===== config.mk =====
export PLATFORM = sky130hd
export DESIGN_NAME = dbl_host
export DESIGN_NICKNAME = d
export VERILOG_FILES = /design/src/hdl/dbl_pkg.sv /design/src/hdl/dbl_host.sv /design/src/hdl/dbl_timer.sv
export VERILOG_INCLUDE_DIRS = /design/src /design/src/hdl
export SDC_FILE = /design/constraint.sdc
export NUM_CORES = 1
export LEC_CHECK = 0
export BUFFER_PORTS_ARGS = -buffer_cell sky130_fd_sc_hd__clkbuf_2
export CAP_MARGIN = 20
export CORE_MARGIN = 2
export CORE_UTILIZATION = 45
export DETAILED_ROUTE_END_ITERATION = 6
export GPL_ROUTABILITY_DRIVEN = 0
export PLACE_DENSITY = 0.66
export SYNTH_ARGS = -nofsm -noshare
export SYNTH_HDL_FRONTEND = slang
export SYNTH_SLANG_ARGS = --single-unit

===== constraint.sdc =====
create_clock -name i_clk_sys -period 4.2 [get_ports i_clk_sys]
set_input_delay 0.21 -clock i_clk_sys [delete_from_list [all_inputs] [get_ports i_clk_sys]]
set_output_delay 0.21 -clock i_clk_sys [all_outputs]
set_load 0.05 [all_outputs]

===== src/hdl/dbl_defs.svh =====
// timing counts and field positions for the converter latch host
`ifndef DBL_DEFS_SVH
`define DBL_DEFS_SVH
`define DBL_BYTE_W 8
`define DBL_WORD_W 16
`define DBL_HI_LSB 8
`define DBL_STROBE_NS 70
`define DBL_SETUP_NS 60
`define DBL_HOLD_NS 20
`define DBL_CLK_NS 4
`define DBL_STROBE_CYC ((`DBL_STROBE_NS + `DBL_CLK_NS - 1) / `DBL_CLK_NS)
`define DBL_SETUP_CYC ((`DBL_SETUP_NS + `DBL_CLK_NS - 1) / `DBL_CLK_NS)
`define DBL_HOLD_CYC ((`DBL_HOLD_NS + `DBL_CLK_NS - 1) / `DBL_CLK_NS)
`define DBL_PINS_IDLE 4'hf
`endif


===== src/hdl/dbl_pkg.sv =====
// types for the converter latch host
`default_nettype none
package dbl_pkg;
    typedef enum logic [1:0] {
        dbl_mode_word,
        dbl_mode_sync,
        dbl_mode_third
    } dbl_mode_t;
    typedef struct packed {
        logic chip_select_n;
        logic upper_byte_load_n;
        logic lower_byte_load_n;
        logic output_register_load_n;
    } dbl_pins_t;
    typedef enum logic [2:0] {
        dbl_idle,
        dbl_setup,
        dbl_strobe,
        dbl_hold,
        dbl_next
    } dbl_state_t;
endpackage
`default_nettype wire


===== src/hdl/dbl_host.sv =====
// host that writes 16-bit words into the double-buffered converter latches
`timescale 1ns/10ps
`include "dbl_defs.svh"
`default_nettype none
module dbl_host #(
    parameter int STROBE_CYC = `DBL_STROBE_CYC,
    parameter int SETUP_CYC = `DBL_SETUP_CYC,
    parameter int HOLD_CYC = `DBL_HOLD_CYC
) (
    input wire logic i_clk_sys,
    input wire logic i_reset_n,
    input wire logic i_req,
    input wire logic [15:0] i_word,
    input wire dbl_pkg::dbl_mode_t i_mode,
    input wire logic i_low_first,
    output logic o_busy,
    output logic o_done,
    output logic [7:0] o_data,
    output dbl_pkg::dbl_pins_t o_pins
);
    dbl_pkg::dbl_state_t state;
    dbl_pkg::dbl_state_t next_state;
    dbl_pkg::dbl_mode_t mode;
    dbl_pkg::dbl_mode_t next_mode;
    dbl_pkg::dbl_pins_t next_pins;
    logic [15:0] word;
    logic [15:0] next_word;
    logic [1:0] step;
    logic [1:0] next_step;
    logic low_first;
    logic next_low_first;
    logic [7:0] next_data;
    logic next_busy;
    logic next_done;
    logic t_load;
    logic [5:0] t_count;
    logic t_done;
    logic upper_now;
    logic last_step;

    dbl_timer #(.W(6)) u_timer (
        .i_clk_sys(i_clk_sys),
        .i_reset_n(i_reset_n),
        .i_load(t_load),
        .i_count(t_count),
        .o_done(t_done)
    );

    // which byte this step carries; word mode puts full word on one strobe
    always_comb begin
        upper_now = (step == 2'h0) ? !low_first : low_first;
        last_step = (mode == dbl_pkg::dbl_mode_word) ? 1'b1 :
                    (mode == dbl_pkg::dbl_mode_third) ? (step == 2'h2) :
                    (step == 2'h1);
    end

    // sequencer: setup, strobe, hold per cycle; pins idle high between, except word mode holds load low from setup until idle
    always_comb begin
        next_state = state;
        next_mode = mode;
        next_word = word;
        next_step = step;
        next_low_first = low_first;
        next_pins = o_pins;
        next_data = o_data;
        next_busy = o_busy;
        next_done = 1'b0;
        t_load = 1'b0;
        t_count = 6'h00;
        case (state)
            dbl_pkg::dbl_idle: begin
                next_pins = `DBL_PINS_IDLE;
                if (i_req) begin
                    next_mode = i_mode;
                    next_word = i_word;
                    next_low_first = i_low_first;
                    next_step = 2'h0;
                    next_busy = 1'b1;
                    next_state = dbl_pkg::dbl_setup;
                end
            end
            dbl_pkg::dbl_setup: begin
                // present data first, byte enables drop with the strobe later
                next_pins.chip_select_n = 1'b1;
                next_pins.upper_byte_load_n = 1'b1;
                next_pins.lower_byte_load_n = 1'b1;
                next_pins.output_register_load_n =
                    (mode != dbl_pkg::dbl_mode_word);
                if (step == 2'h2) begin
                    next_data = o_data;
                // word mode: host carries the upper lane whatever the order
                end else if (upper_now || mode == dbl_pkg::dbl_mode_word) begin
                    next_data = word[15:8];
                end else begin
                    next_data = word[7:0];
                end
                t_load = 1'b1;
                t_count = 6'(SETUP_CYC);
                next_state = dbl_pkg::dbl_strobe;
            end
            dbl_pkg::dbl_strobe: begin
                if (t_done && next_pins.chip_select_n) begin
                    // strobe edge: select low opens the chosen latch
                    next_pins.chip_select_n = 1'b0;
                    if (mode == dbl_pkg::dbl_mode_word) begin
                        next_pins.upper_byte_load_n = 1'b0;
                        next_pins.lower_byte_load_n = 1'b0;
                    end else if (step == 2'h2) begin
                        next_pins.output_register_load_n = 1'b0;
                    end else begin
                        next_pins.upper_byte_load_n = !upper_now;
                        next_pins.lower_byte_load_n = upper_now;
                        if (mode == dbl_pkg::dbl_mode_sync && last_step) begin
                            next_pins.output_register_load_n = 1'b0;
                        end
                    end
                    t_load = 1'b1;
                    t_count = 6'(STROBE_CYC);
                end else if (t_done && !o_pins.chip_select_n) begin
                    next_pins = `DBL_PINS_IDLE;
                    if (mode == dbl_pkg::dbl_mode_word) begin
                        next_pins.output_register_load_n = 1'b0;
                    end
                    t_load = 1'b1;
                    t_count = 6'(HOLD_CYC);
                    next_state = dbl_pkg::dbl_hold;
                end
            end
            dbl_pkg::dbl_hold: begin
                if (t_done) begin
                    next_state = dbl_pkg::dbl_next;
                end
            end
            default: begin
                if (last_step) begin
                    next_busy = 1'b0;
                    next_done = 1'b1;
                    next_state = dbl_pkg::dbl_idle;
                end else begin
                    next_step = step + 2'h1;
                    next_state = dbl_pkg::dbl_setup;
                end
            end
        endcase
    end

    always_ff @(posedge i_clk_sys or negedge i_reset_n) begin
        if (!i_reset_n) begin
            state <= dbl_pkg::dbl_idle;
            mode <= dbl_pkg::dbl_mode_word;
            word <= 16'h0000;
            step <= 2'h0;
            low_first <= 1'b0;
            o_pins <= `DBL_PINS_IDLE;
            o_data <= 8'h00;
            o_busy <= 1'b0;
            o_done <= 1'b0;
        end else begin
            state <= next_state;
            mode <= next_mode;
            word <= next_word;
            step <= next_step;
            low_first <= next_low_first;
            o_pins <= next_pins;
            o_data <= next_data;
            o_busy <= next_busy;
            o_done <= next_done;
        end
    end

    // data stays put while any latch is open
    a_data_stable: assert property (
        @(posedge i_clk_sys) disable iff (!i_reset_n)
        !o_pins.chip_select_n && !$fell(o_pins.chip_select_n)
        |-> $stable(o_data))
        else $error("data moved during strobe");
    // never both byte enables low in byte modes
    a_one_byte: assert property (
        @(posedge i_clk_sys) disable iff (!i_reset_n)
        mode != dbl_pkg::dbl_mode_word |->
        !(!o_pins.upper_byte_load_n && !o_pins.lower_byte_load_n))
        else $error("both byte enables low in byte mode");
    // enables only low with select low
    a_sel_gate: assert property (
        @(posedge i_clk_sys) disable iff (!i_reset_n)
        o_pins.chip_select_n |-> o_pins.upper_byte_load_n
        && o_pins.lower_byte_load_n)
        else $error("byte enable low without select");
    // strobe lasts at least eight cycles and then ends
    a_strobe_len: assert property (
        @(posedge i_clk_sys) disable iff (!i_reset_n)
        $fell(o_pins.chip_select_n) |->
        !o_pins.chip_select_n [*8] ##[1:20] o_pins.chip_select_n)
        else $error("strobe too short");
    // run length of select low; saturates so a stuck strobe cannot wrap
    logic [5:0] low_len;
    logic [5:0] next_low_len;
    always_comb begin
        next_low_len = 6'h00;
        if (!o_pins.chip_select_n) begin
            next_low_len = (low_len == 6'h3f) ? low_len : low_len + 6'h01;
        end
    end
    always_ff @(posedge i_clk_sys or negedge i_reset_n) begin
        if (!i_reset_n) begin
            low_len <= 6'h00;
        end else begin
            low_len <= next_low_len;
        end
    end
    // select strobe is exactly the programmed number of cycles
    a_strobe_exact: assert property (
        @(posedge i_clk_sys) disable iff (!i_reset_n)
        $rose(o_pins.chip_select_n) |-> low_len == 6'(STROBE_CYC))
        else $error("strobe length differs from setting");
    // idle pins all high
    a_idle_pins: assert property (
        @(posedge i_clk_sys) disable iff (!i_reset_n)
        state == dbl_pkg::dbl_idle && $past(state) == dbl_pkg::dbl_idle
        |-> o_pins == `DBL_PINS_IDLE)
        else $error("pins not idle");
    // done rises in the same cycle that busy clears
    a_done_end: assert property (
        @(posedge i_clk_sys) disable iff (!i_reset_n)
        o_done |-> !o_busy && $past(o_busy))
        else $error("done without end of cycle");
    // third mode: load strobe alone
    a_third_load: assert property (
        @(posedge i_clk_sys) disable iff (!i_reset_n)
        mode == dbl_pkg::dbl_mode_third && !o_pins.output_register_load_n
        |-> o_pins.upper_byte_load_n && o_pins.lower_byte_load_n)
        else $error("load with byte enable in third mode");
    // sync mode load only with a byte enable
    a_sync_load: assert property (
        @(posedge i_clk_sys) disable iff (!i_reset_n)
        mode == dbl_pkg::dbl_mode_sync && !o_pins.output_register_load_n
        |-> !(o_pins.upper_byte_load_n && o_pins.lower_byte_load_n))
        else $error("sync load without byte enable");
endmodule
`default_nettype wire


===== src/hdl/dbl_timer.sv =====
// down counter that paces phases of a bus cycle
`timescale 1ns/10ps
`default_nettype none
module dbl_timer #(
    parameter int W = 6
) (
    input wire logic i_clk_sys,
    input wire logic i_reset_n,
    input wire logic i_load,
    input wire logic [W-1:0] i_count,
    output logic o_done
);
    logic [W-1:0] cnt;
    logic [W-1:0] next_cnt;
    // load wins over counting; done when at one or zero
    always_comb begin
        next_cnt = cnt;
        if (i_load) begin
            next_cnt = i_count;
        end else if (cnt != '0) begin
            next_cnt = cnt - W'(1);
        end
    end
    always_ff @(posedge i_clk_sys or negedge i_reset_n) begin
        if (!i_reset_n) begin
            cnt <= '0;
        end else begin
            cnt <= next_cnt;
        end
    end
    // done must not look at the load: the sequencer loads on done
    assign o_done = (cnt <= W'(1));
endmodule
`default_nettype wire

# After elaboration in Yosys (flattened, before gate mapping)
# Cells that the tools add are included.
[word_totals]
register_bits = 44
latchBits = 0
ramBits = 0
romBits = 0
inputBits = 22
output_inout_bits = 14
mem_count = 0
[classes]
n_addsub = 2
n_mul = 0
n_div = 0
magnitude_cmp = 1
eq_ne = 16
n_shift = 0
n_mux = 35
bitwise = 2
n_reduce_logical = 25
[ops]
columns = ["operator", "count"]
rows = [
  ["2-to-1 mux 3 bit", 5],
  ["2-to-1 mux 1 bit", 14],
  ["2-to-1 mux 6 bit", 2],
  ["case mux 3 bit (4 select lines)", 1],
  ["case mux 4 bit (3 select lines)", 1],
  ["case mux 5 bit (2 select lines)", 1],
  ["AND reduction 3 bit", 3],
  ["2-to-1 mux 2 bit", 4],
  ["2-to-1 mux 4 bit", 2],
  ["2-to-1 mux 8 bit", 1],
  ["!= test 2 bit (second input constant)", 4],
  ["!= test 4 bit (second input constant)", 2],
  ["AND reduction 4 bit", 2],
  ["== test 3 x 2 -> 1 bit (second input constant)", 2],
  ["<= comparator 6 x 1 -> 1 bit (second input constant)", 1],
  ["!= test 3 bit (second input constant)", 2],
  ["AND reduction 2 bit", 3],
  ["nonzero test 2 bit", 3],
  ["nonzero test 6 bit", 1],
  ["subtractor 6 x 1 -> 6 bit (second input constant)", 1],
  ["2-to-1 mux 5 bit", 1],
  ["== test 2 x 1 -> 1 bit (second input constant)", 2],
  ["== test 2 bit (second input constant)", 2],
  ["logical NOT 2 bit", 2],
  ["other kinds (13)", 19],
]

# Depth between registers and ports, before layout
# Gate-level depths: netlist of the first run.
[depth]
depth_word = 9
depth_mapped = 7
mapped_depth_nobuf = 6

# Cells and area by module
# Synthesis of the first run repeated with hierarchy kept, for this count alone.
[hier_totals]
cells_unflattened = 187
hier_area_um2 = 2249.7
[by_module_without_submodules]
columns = ["mod", "n_inst", "cells_each", "area_each_um2", "seq_area_each_um2"]
rows = [
  ["dbl_host", 1, 146, 1844.3, 955.9],
  ["dbl_timer", 1, 41, 405.4, 150.1],
]

# Worst setup path before layout of the first run
# OpenSTA, ideal clock, no wires.
[synth_path]
path_kind = "flip-flop to flip-flop"
start = "register u_timer.cnt[2]"
end = "register u_timer.cnt[2]"
setup_ps = 120
arrival_time_ps = 1804
required_ps = 4080
setup_slack_ps = 2276
path_stages_with_launch = 5
path_cell_list = "dfrtp_1 -> or4_4 -> or4_1 -> buf_2 -> a31o_2"
[synth_between]
elab_chain_cells = 6
word_cells_on_any_way = 14
classes_between = "add/sub: 1; order compare: 1; mux: 8; reduce/logical: 4"
[synth_rtl]
columns = ["element", "line", "source"]
rows = [
  ["start: declaration", "dbl_timer.sv:13", "logic [W-1:0] cnt;"],
  ["start signal: assignment", "dbl_timer.sv:28", "cnt <= next_cnt;"],
  ["<= comparator 6 x 1 -> 1 bit", "dbl_timer.sv:32", "assign o_done = (cnt <= W'(1));"],
  ["logical AND 1 bit", "dbl_host.sv:119", "end else if (t_done && !o_pins.chip_select_n) begin"],
  ["2-to-1 mux 3 bit or 2-to-1 mux 1 bit (tied branches)", "dbl_host.sv:119", ""],
  ["2-to-1 mux 5 bit or 2-to-1 mux 1 bit (tied branches)", "dbl_host.sv:102", "if (t_done && next_pins.chip_select_n) begin"],
  ["case mux 5 bit (2 select lines) or case mux 1 bit (2 select lines) (tied branches)", "dbl_host.sv:70", "case (state)"],
  ["2-to-1 mux 6 bit or nonzero test 2 bit (tied branches)", "-", ""],
]
# Parallel ways exist; a longest one is shown, timed or not. The select of a mux whose other input is x is not followed.
# A chain may end at the register's enable or synchronous reset.

# Worst setup path after layout of the first run
[layout_path]
start = "register step[0]"
end = "register o_data[6]"
[layout_between]
elab_chain_cells = 4
word_cells_on_any_way = 7
classes_between = "eq/ne: 1; mux: 2; bitwise: 1; reduce/logical: 3"
[layout_rtl]
columns = ["element", "line", "source"]
rows = [
  ["start: declaration", "dbl_host.sv:28", "logic [1:0] step;"],
  ["start signal: assignment", "dbl_host.sv:162", "step <= next_step;"],
  ["logical NOT 2 bit", "dbl_host.sv:51", "upper_now = (step == 2'h0) ? !low_first : low_first;"],
  ["2-to-1 mux 1 bit", "dbl_host.sv:51", ""],
  ["logical OR 1 bit", "dbl_host.sv:92", "end else if (upper_now || mode == dbl_pkg::dbl_mode_word) begin"],
  ["2-to-1 mux 8 bit", "dbl_host.sv:92", ""],
  ["end signal: assignment", "dbl_host.sv:165", "o_data <= next_data;"],
  ["end: declaration", "dbl_host.sv:18", "output logic [7:0] o_data,"],
]
# Parallel ways exist; a longest one is shown, timed or not.

==> qor.csv, run 1 <==
stage;metric;value;unit
timing;Final period util;54.4;%
finish;most common library cell in the layout ignoring fill and taps;dfrtp_1;
clock_network;Sink Count;44;
floorplanning;Die Area;0.00522;mm2
route;vias per cell;5.49;
placed_design;pre-CTS WS;1.94;ns
synth;Synth Area in XOR/XNOR;2.09;%
finish;most frequent cells in the layout;dfrtp_1 (40), clkbuf_2 (36), mux2_2 (20);
clock_network;TritonCTS buffer count;5;
clock_network;CTS tree;yes;
setup_path;CP peak stage delay;0.80;ns
synth;post-synthesis adder-cell area fraction;3.58;%
timing;max-slew violation count;0;
clock_network;htree depth;2;
route;DRC;0;
placed_design;# port buffers;35;
route;final WL;3940;um
timing;# setup viols final;0;
finish;final core occ;55.0;%
setup_path;Worst R2R Start;step[0]$_DFFE_PN0P_;
synth;Seq/Total Area, Yosys;52.8;%
setup_path;crit-path cells;inv_1, ha_1, xnor2_1, nor2b_1, mux2i_1, a21oi_1;
power;Sw Pwr;828;uW
clock_network;# hold bufs at CTS;0;
timing;Slew HR;35.3;%
timing;RSZ-0062 raised after global routing;no;
power;combinational fraction of design power;45.1;%
setup_path;CP bufs+invs;1;
setup_path;cell family with most CP delay;simple AND/OR/NAND/NOR gates;
finish;area delta synth->final;15.9;%
synth;cells after synthesis;181;
setup_path;crit path DAT;2.43;ns
global_routing;first-pass GRT wire length;6910;um
global_routing;vias in the first global route;1547;
power;P_int;1130;uW
power;Sw Ratio;42.3;%
timing;min Tclk post-route;2.29;ns
synth;post-synthesis simple-gate area fraction;12.8;%
run_status;status;complete, but fails checks;
timing;post-route setup TNS;0;ns
clock_network;Longest Clk Path Bufs;2;
route;via count;1487;
route;iteration count of the initial detailed-routing pass;4;
power;total power draw;1960;uW
route;Final ANT Viol Nets;0;
route;initial DRC count;101;
synth;ys async rst share;100;%
power;static leakage;0.00111;uW
finish;Layout fillers;397;
finish;share of cells above drive strength 1;36.1;%
floorplanning;Die Y;72.2;um
clock_network;clock insertion delay at the later pin of the skew report;0.30;ns
timing;Final Hold Viols;29;
flow_run;max cap viols;0;
timing;fin worst setup slack;1.91;ns
worst_hold_path;worst hold path class;primary input to async pin;
timing;FMAX;437;MHz
route;DR WL/cell;14.5;um
global_routing;largest net degree at the start of global routing;45;
floorplanning;Starting Density;47.5;%
finish;Final Net Count;246;
clock_network;clk slew on worst S/H paths;0.09;ns
setup_path;WP data required;4.34;ns
setup_path;critical path fanouts, max;8;
timing;Hold WS;-0.0229;ns
setup_path;Crit Path Category;register to register;
synth;Synth Register Bits;44;
synth;main combinational cell family by area after synthesis;multiplexers;
floorplanning;FP Rows;24;
synth;Compound-Gate Fraction of Synth Area;10.6;%
synth;mux cell area share after synthesis;15.5;%
synth;Synthesized Nets;209;
placed_design;placed wire-length estimate;2820;um
global_routing;total track usage;17.2;%
floorplanning;Die Span X;72.2;um
power;Worst VDD drop;0.413;mV
setup_path;CP startpoint;step[0]$_DFFE_PN0P_;
power;Reg power frac;38.5;%
clock_network;CTS Root Cell;clkbuf_8;
global_routing;initial antenna violation count;0;
synth;most common flop cell mapped by yosys;dfrtp_1;
floorplanning;core region area;0.00441;mm2
clock_network;CTS resizes;0;
clock_network;Post-CTS Setup Repair Bufs;0;
floorplanning;io pins;36;
timing;Worst Clk Skew;0.0102;ns
global_routing;total congestion overflow;0;
synth;library cells used by synthesis;42;
setup_path;Setup crit start kind;register;
timing;Slew @ Worst Pin;0.966;ns
synth;Synth Warn #;0;
power;PD cells;807;mW/mm2
run_status;failing checks;negative hold slack;
finish;diodes inserted;0;
synth;number of enable flip-flop cells after synthesis;0;
power;clock power share;16.4;%
setup_path;worst-path cell with the longest stage delay;nor2b_1;
setup_path;Critical Path End Type;register;
synth;Synth Area per Inst;11.6;um2
synth;Netlist Area Pre-Place;0.00210;mm2
## state kept, by name (all words and copies together), names as in the netlist
signal	flops
o_data	8
mode	2
o_busy	1
o_done	1
word	16
o_pins	4
step	2
state	3
low_first	1
u_timer.cnt	6
## path summary, 6_finish.rpt
kind                                          to  slack (ns)  depth (start not counted)
max in group asynchronous     o_busy$_DFFE_PN0P_        3.83                          2
max reg2reg                o_data[6]$_DFFE_PN0P_        1.91                          6
min                         state[2]$_DFFE_PN0P_       -0.02                          2
min in group i_clk_sys       word[3]$_DFFE_PN0P_        0.14                          2
max                        o_data[6]$_DFFE_PN0P_        1.91                          6
min reg2reg                o_pins[0]$_DFFE_PN1P_        0.47                          2
## cell usage after synthesis (2+ instances only)
library cell / count / area share, %
a21oi_1: 11 / 2.6
a22o_1: 2 / 0.84
a31o_2: 2 / 0.84
a31oi_1: 3 / 0.90
and3_1: 2 / 0.60
buf_2: 4 / 0.96
clkbuf_1: 2 / 0.36
dfrtp_1: 40 / 48
dfstp_2: 4 / 5.0
ha_1: 6 / 3.6
inv_1: 6 / 1.1
mux2_2: 20 / 11
mux2i_1: 10 / 4.8
nand2_1: 4 / 0.72
nand3_1: 2 / 0.48
nand4_1: 2 / 0.60
nor2_1: 19 / 3.4
nor2b_1: 5 / 1.5
nor3b_1: 3 / 1.1
nor4_1: 2 / 0.60
o211ai_1: 2 / 0.72
o21ai_0: 7 / 1.7
xnor2_1: 2 / 0.84
xor2_1: 3 / 1.3
## power by group through the flow
stage               sequential [uW]  combinational, uW  clock [uW]
floorplan                       931                515           0
global placement                761                865           0
detailed placement              759                887           0
CTS                             755                890         331
global route                    785                968         346
finish                          755                883         321
## per-stage QoR
stage | cell area (um2) | cells
2_1_floorplan | 2100 | 181
3_3_place_gp | 2310 | 262
3_5_place_dp | 2310 | 262
4_1_cts | 2420 | 270
5_1_grt | 2430 | 271
6_report | 2430 | 271
## final cells by class
type	count	area (um2)	share of cell area, %
repair buffers	37	188	7.73
clock buffers	5	68.8	2.83
flip-flops and latches	44	1110	45.5
clock inverters	3	42.5	1.75
well taps	52	65.1	2.68
multi-input cells	124	936	38.5
inverters	6	22.5	0.927
## per-layer routing
| metal | global-route usage (%) | part of all wire (%) |
|---|---|---|
| met5 | 0 | 0 |
| met4 | 7.34 | 1.8 |
| met3 | 3.61 | 4.4 |
| met2 | 28.3 | 47 |
| met1 | 21.9 | 46 |
## kinds of logic (layout without fill, tap and decap cells)
logic type,count (synthesis),count (layout)
multiplexers,30,30
AO/OA/AOI/OAI,35,35
flip-flops,44,44
AND/OR/NAND/NOR,48,48
adder cells (fa/ha/maj),6,6
buffers and inverters,13,51
XOR/XNOR,5,5
Note: power is estimated with default switching activity, not from simulation.
==> inputs of run 2 (changes only) <==
--- a/config.mk
+++ b/config.mk
@@ -12,7 +12,7 @@
 export CORE_UTILIZATION = 45
 export DETAILED_ROUTE_END_ITERATION = 6
 export GPL_ROUTABILITY_DRIVEN = 0
-export PLACE_DENSITY = 0.66
+export PLACE_DENSITY = 0.69
 export SYNTH_ARGS = -nofsm -noshare
 export SYNTH_HDL_FRONTEND = slang
 export SYNTH_SLANG_ARGS = --single-unit
==> constraint.sdc (replaced) <==
create_clock -name i_clk_sys -period 1.9 [get_ports i_clk_sys]
set_input_delay 0.095 -clock i_clk_sys [delete_from_list [all_inputs] [get_ports i_clk_sys]]
set_output_delay 0.095 -clock i_clk_sys [all_outputs]
set_load 0.05 [all_outputs]
==> run 2 against run 1 <==
The flow now finishes without violations. Global-route usage rose by 0.80 points. Hold slack improved by 0.047 ns. Routed wire length rose by 3.0%. Combinational power rose by 150%. Clock-buffer cell count rose by 1. Register-to-register slack got worse by 1.8 ns. Maximum frequency rose by 25%. Clock power rose by 92%. Sequential share of layout area fell by 2.4 points. Power rose by 130%. Via count rose by 4.6%. Critical endpoint is now u_timer.cnt[5]$_DFFE_PN0P_. Largest cell class unchanged. Largest power group unchanged.
==> qor.csv, run 2 (same netlist as run 1, synthesis figures left out) <==
stage;metric;value;unit
placed_design;Placed Instances;278;
floorplanning;Die Y;72.2;um
clock_network;Longest Clk Path Bufs;2;
power;clock power share;13.9;%
timing;Slew @ Worst Pin;0.661;ns
finish;Top reg by flops;word;
route;DR WL/cell;14.1;um
power;P_int;2570;uW
timing;Final Hold Viols;0;
clock_network;CTS Root Cell;clkbuf_8;
floorplanning;FP Rows;24;
finish;footprint of the multi-input gates;948;um2
timing;# setup viols final;0;
setup_path;Crit Path Category;register to register;
floorplanning;Die Span X;72.2;um
finish;fin area;0.00256;mm2
finish;area delta synth->final;22.4;%
timing;RSZ-0062 raised after global routing;yes;
global_routing;vias in the first global route;1553;
worst_hold_path;hold path depth;2;
finish;FF+latch area;0.00111;mm2
clock_network;htree depth;2;
power;combinational fraction of design power;49.1;%
finish;largest registers;word (16), o_data (8), u_timer.cnt (6);
setup_path;Setup crit start kind;register;
timing;Final period util;96.1;%
power;Sw Ratio;42.1;%
timing;max-slew violation count;0;
route;Detail Route met2 WL;1890;um
clock_network;CTS tree;yes;
timing;Worst Clk Skew;0.00557;ns
clock_network;Post-CTS Setup Repair Bufs;0;
timing;Slew HR;55.9;%
clock_network;clock insertion delay at the later pin of the skew report;0.29;ns
floorplanning;core region area;0.00441;mm2
route;met3 wire length;197;um
route;WL met1;1920;um
flow_run;max cap viols;0;
setup_path;critical path fanouts, max;4;
setup_path;crit path DAT;2.02;ns
power;Sw Pwr;1870;uW
global_routing;first-pass GRT wire length;7160;um
power;PD cells;1730;mW/mm2
finish;max reg flops;16;
timing;FMAX;547;MHz
route;vias per cell;5.42;
route;final WL;4060;um
clock_network;TritonCTS buffer count;5;
global_routing;largest net degree at the start of global routing;28;
timing;post-route setup TNS;0;ns
floorplanning;Die Area;0.00522;mm2
global_routing;total track usage;18.0;%
floorplanning;Starting Density;47.5;%
setup_path;Critical Path End Type;register;
finish;Final Net Count;262;
finish;most frequent cells in the layout;dfrtp_1 (40), clkbuf_2 (35), mux2_2 (20);
route;initial DRC count;139;
placed_design;DP Area;0.00244;mm2
run_status;status;complete, no violations;
finish;diodes inserted;0;
placed_design;# port buffers;35;
global_routing;total congestion overflow;0;
setup_path;WP data required;2.09;ns
power;Reg power frac;37.0;%
floorplanning;io pins;36;
route;DRC;0;
finish;Layout fillers;377;
route;Final ANT Viol Nets;0;
route;max layer used;met4;
clock_network;Sink Count;44;
setup_path;FF-to-FF path depth;4;
power;total power draw;4440;uW
finish;final cell count without fillers;287;
power;static leakage;0.00119;uW
timing;min Tclk post-route;1.83;ns
finish;final core occ;58.1;%
route;iteration count of the initial detailed-routing pass;4;
worst_hold_path;worst hold path class;primary input to register;
finish;share of cells above drive strength 1;40.9;%
power;Worst VDD drop;0.864;mV
finish;most common library cell in the layout ignoring fill and taps;dfrtp_1;
global_routing;initial antenna violation count;0;
route;via count;1555;
placed_design;placed wire-length estimate;2940;um
clock_network;clk slew on worst S/H paths;0.08;ns
==> run 2: cell count changes in the layout (fill, tap and decap cells not counted), sizes merged <==
| cell | delta |
|---|---|
| clkinv | -1 |
| bufinv | -1 |
| buf | +16 |
| clkinvlp | +1 |
| dlygate4sd3 | +1 |
==> run 2: worst max-delay path, cell delays in order (launching register included) <==
cell	delay, ns
dfrtp_1	0.42
or3_2	0.52
a2111oi_1	0.45
xor2_1	0.11
and3_2	0.22
==> run 2: path summary, 6_finish.rpt <==
| check | startpoint | endpoint | slack (ns) |
|---|---|---|---|
| max in group asynchronous | i_reset_n | o_data[1]$_DFFE_PN0P_ | 0.94 |
| max | u_timer.cnt[2]$_DFFE_PN0P_ | u_timer.cnt[5]$_DFFE_PN0P_ | 0.07 |
| min in group asynchronous | i_reset_n | u_timer.cnt[1]$_DFFE_PN0P_ | 0.35 |
| min | i_word[7] | word[7]$_DFFE_PN0P_ | 0.02 |
| max reg2reg | u_timer.cnt[2]$_DFFE_PN0P_ | u_timer.cnt[5]$_DFFE_PN0P_ | 0.07 |
| min reg2reg | o_pins[0]$_DFFE_PN1P_ | o_pins[0]$_DFFE_PN1P_ | 0.48 |
==> run 2: final cells by class <==
cell class,instances,area share (%)
Sequential cell,44,43.1
Multi-Input combinational cell,124,37.0
Timing Repair Buffer,53,12.7
Clock buffer,6,3.22
Tap cell,52,2.54
Inverter,6,0.878
Clock inverter,2,0.585
==> run 2: stage by stage <==
stage,hold slack [ns],setup slack [ns]
2_1_floorplan,-0.201,-0.00613
3_3_place_gp,0.162,0.0230
3_5_place_dp,0.174,0.0108
4_1_cts,0.0154,0.0399
5_1_grt,0.0133,-0.0629
6_report,0.0239,0.0733
==> run 2: timing repair <==
action,in CTS,in global routing
hold buffers,1,0
endpoints found under the setup margin,3,10
pin swaps,0,1
hold endpoints to repair,21,0
gates resized for setup,2,1
==> run 2: routing by layer <==
layer | track usage [%] | up-vias
met5 | 0 | -
met4 | 6.29 | 0
met3 | 4.72 | 4
met2 | 28.8 | 42
met1 | 23.6 | 758
li1 | - | 751
==> run 2: power by group through the flow <==
stage	logic [uW]	registers, uW	clock network (uW)
after floorplan	1140	2060	0
after global placement	2130	1650	0
after CTS	2180	1640	642
final	2180	1640	617
after global routing	2370	1700	676
after detailed placement	2160	1650	0
==> inputs of run 3 (changes only) <==
--- a/config.mk
+++ b/config.mk
@@ -6,13 +6,13 @@
 export SDC_FILE = /design/constraint.sdc
 export NUM_CORES = 1
 export LEC_CHECK = 0
-export BUFFER_PORTS_ARGS = -buffer_cell sky130_fd_sc_hd__clkbuf_2
 export CAP_MARGIN = 20
 export CORE_MARGIN = 2
 export CORE_UTILIZATION = 45
 export DETAILED_ROUTE_END_ITERATION = 6
+export DONT_BUFFER_PORTS = 1
 export GPL_ROUTABILITY_DRIVEN = 0
-export PLACE_DENSITY = 0.69
+export PLACE_DENSITY = 0.62
 export SYNTH_ARGS = -nofsm -noshare
 export SYNTH_HDL_FRONTEND = slang
 export SYNTH_SLANG_ARGS = --single-unit
==> run 3 against run 2 <==
The flow now finishes with violations (negative setup slack). First-iteration DRC count shrank 42%. Power up 1.3%. Maximum frequency shrank 4.6%. Via count fell by 7.7%. Hold slack improved by 0.0016 ns. Clock-buffer cell count down 1. Sequential power up 30%. Register-to-register slack worse by 0.09 ns. Combinational power shrank 30%. Clock power up 34%. Sequential share of layout area decreased by 0.60 points. Critical endpoint is now u_timer.cnt[2]$_DFFE_PN0P_.
==> qor.csv, run 3 (same netlist as run 1, synthesis figures left out) <==
stage;metric;value;unit
timing;Slew @ Worst Pin;0.500;ns
timing;RSZ-0062 raised after global routing;yes;
setup_path;worst-path cell with the longest stage delay;or4_4;
timing;post-route setup TNS;-0.0168;ns
timing;Worst Clk Skew;0.00367;ns
global_routing;total congestion overflow;0;
finish;most frequent cells in the layout;dfrtp_1 (40), mux2_2 (20), dlygate4sd3_1 (20);
clock_network;CTS Root Cell;clkbuf_8;
finish;diodes inserted;0;
floorplanning;io pins;36;
finish;fin area;0.00260;mm2
clock_network;Post-CTS Setup Repair Bufs;0;
setup_path;crit-path cells;or4_4, or4_4, o21ai_4, a31o_2;
placed_design;placed wire-length estimate;2860;um
worst_hold_path;hold path depth;2;
finish;footprint of the multi-input gates;948;um2
global_routing;largest net degree at the start of global routing;45;
finish;FF+latch area;0.00111;mm2
run_status;failing checks;negative setup slack;
setup_path;Setup crit start kind;register;
route;iteration count of the initial detailed-routing pass;4;
floorplanning;Starting Density;47.5;%
finish;max reg flops;16;
global_routing;first-pass GRT wire length;7120;um
floorplanning;Die Area;0.00522;mm2
setup_path;critical path fanouts, max;6;
timing;FMAX;522;MHz
placed_design;pre-CTS WS;-0.0709;ns
setup_path;CP peak stage delay;0.60;ns
clock_network;clock insertion delay at the later pin of the skew report;0.30;ns
clock_network;Sink Count;44;
route;DR WL/cell;15.4;um
worst_hold_path;worst hold path class;primary input to register;
floorplanning;core region area;0.00441;mm2
route;vias per cell;5.39;
floorplanning;FP Rows;24;
route;DRC;0;
placed_design;DP Area;0.00223;mm2
finish;largest registers;word (16), o_data (8), u_timer.cnt (6);
timing;# setup viols final;2;
placed_design;# port buffers;0;
run_status;status;complete, but fails checks;
clock_network;htree depth;2;
floorplanning;Die Y;72.2;um
setup_path;FF-to-FF path depth;4;
finish;Top reg by flops;word;
timing;Slew HR;66.7;%
power;PD cells;1730;mW/mm2
clock_network;clk slew on worst S/H paths;0.08;ns
clock_network;CTS tree;yes;
setup_path;crit path DAT;2.15;ns
setup_path;most used cell, CP;or4_4;
route;initial DRC count;81;
timing;Final Hold Viols;0;
finish;most common library cell in the layout ignoring fill and taps;dfrtp_1;
finish;area delta synth->final;24.1;%
timing;fin worst setup slack;-0.0156;ns
finish;Layout fillers;370;
timing;max-slew violation count;0;
flow_run;max cap viols;0;
floorplanning;Die Span X;72.2;um
global_routing;initial antenna violation count;0;
finish;share of cells above drive strength 1;25.7;%
setup_path;WP data required;2.14;ns
clock_network;Longest Clk Path Bufs;2;
timing;min Tclk post-route;1.92;ns
setup_path;Crit Path Category;register to register;
timing;Final period util;101;%
route;final WL;4100;um
global_routing;vias in the first global route;1529;
power;static leakage;0.00113;uW
global_routing;total track usage;17.8;%
finish;Final Net Count;242;
clock_network;TritonCTS buffer count;5;
power;Worst VDD drop;0.739;mV
route;via count;1435;
setup_path;Critical Path End Type;register;
route;Final ANT Viol Nets;0;
## run 3: cell types whose count changed in the layout (fill, tap and decap cells not counted)
cell | previous run | this run
buf_16 | 0 | 1
buf_4 | 16 | 11
bufinv_16 | 0 | 2
clkbuf_2 | 35 | 0
clkbuf_8 | 6 | 5
clkinvlp_4 | 2 | 0
dlygate4sd3_1 | 1 | 20
o21ai_0 | 7 | 6
o21ai_1 | 0 | 1
o21ai_2 | 1 | 0
o21ai_4 | 0 | 1
xnor2_1 | 1 | 2
xnor2_2 | 1 | 0
## run 3: power breakdown
| group | total [uW] | switching (uW) | internal, uW |
|---|---|---|---|
| Clock | 826 | 309 | 517 |
| Sequential | 2140 | 787 | 1350 |
| Combinational | 1530 | 725 | 802 |
## run 3: metal layers
metal  GRT usage, %  wire length (um)  vias up
li1               -                 -      715
met1           22.5              1790      663
met2           29.2              2000       48
met3           4.58               230        9
met4           7.34                79        0
met5              0                 0        -
## run 3: layout make-up
cell class / count / share of cell area [%]
Clock buffer: 5 / 2.65
Clock inverter: 2 / 2.31
Inverter: 6 / 0.866
Multi-Input combinational cell: 124 / 36.5
Sequential cell: 44 / 42.5
Tap cell: 52 / 2.50
Timing Repair Buffer: 33 / 12.7
## run 3: worst paths after layout
check	startpoint	end	slack [ns]
setup reg to reg	u_timer.cnt[5]$_DFFE_PN0P_	u_timer.cnt[2]$_DFFE_PN0P_	-0.02
hold reg to reg	word[1]$_DFFE_PN0P_	word[1]$_DFFE_PN0P_	0.51
hold / removal	i_req	state[0]$_DFFE_PN0P_	0.03
max in group asynchronous	i_reset_n	o_pins[0]$_DFFE_PN1P_	1.34
min in group asynchronous	i_reset_n	u_timer.cnt[1]$_DFFE_PN0P_	0.29
setup / recovery	u_timer.cnt[5]$_DFFE_PN0P_	u_timer.cnt[2]$_DFFE_PN0P_	-0.02
## run 3: through the flow
step           power, uW  hold WS, ns  utilization [%]  std cells
2_1_floorplan       3200       -0.201                -        181
3_3_place_gp        3540       -0.199             50.6        238
3_5_place_dp        3610       -0.198             50.6        238
4_1_cts             4520       0.0150             58.8        266
5_1_grt             4790       0.0311             58.9        266
6_report            4490       0.0255             58.9        266
## run 3: timing repair
item                                    in CTS  in global routing
endpoints found under the setup margin       5                  4
hold buffers                                21                  0
pin swaps                                    0                  0
hold endpoints to repair                    63                  0
resized for setup                            2                  2
## run 3: critical path, delay by kind of cell, from the launching register on
family / cells / cell delay (ns)
flip-flops: 1 / 0.39
AO/OA/AOI/OAI: 2 / 0.28
AND/OR/NAND/NOR: 2 / 1.17
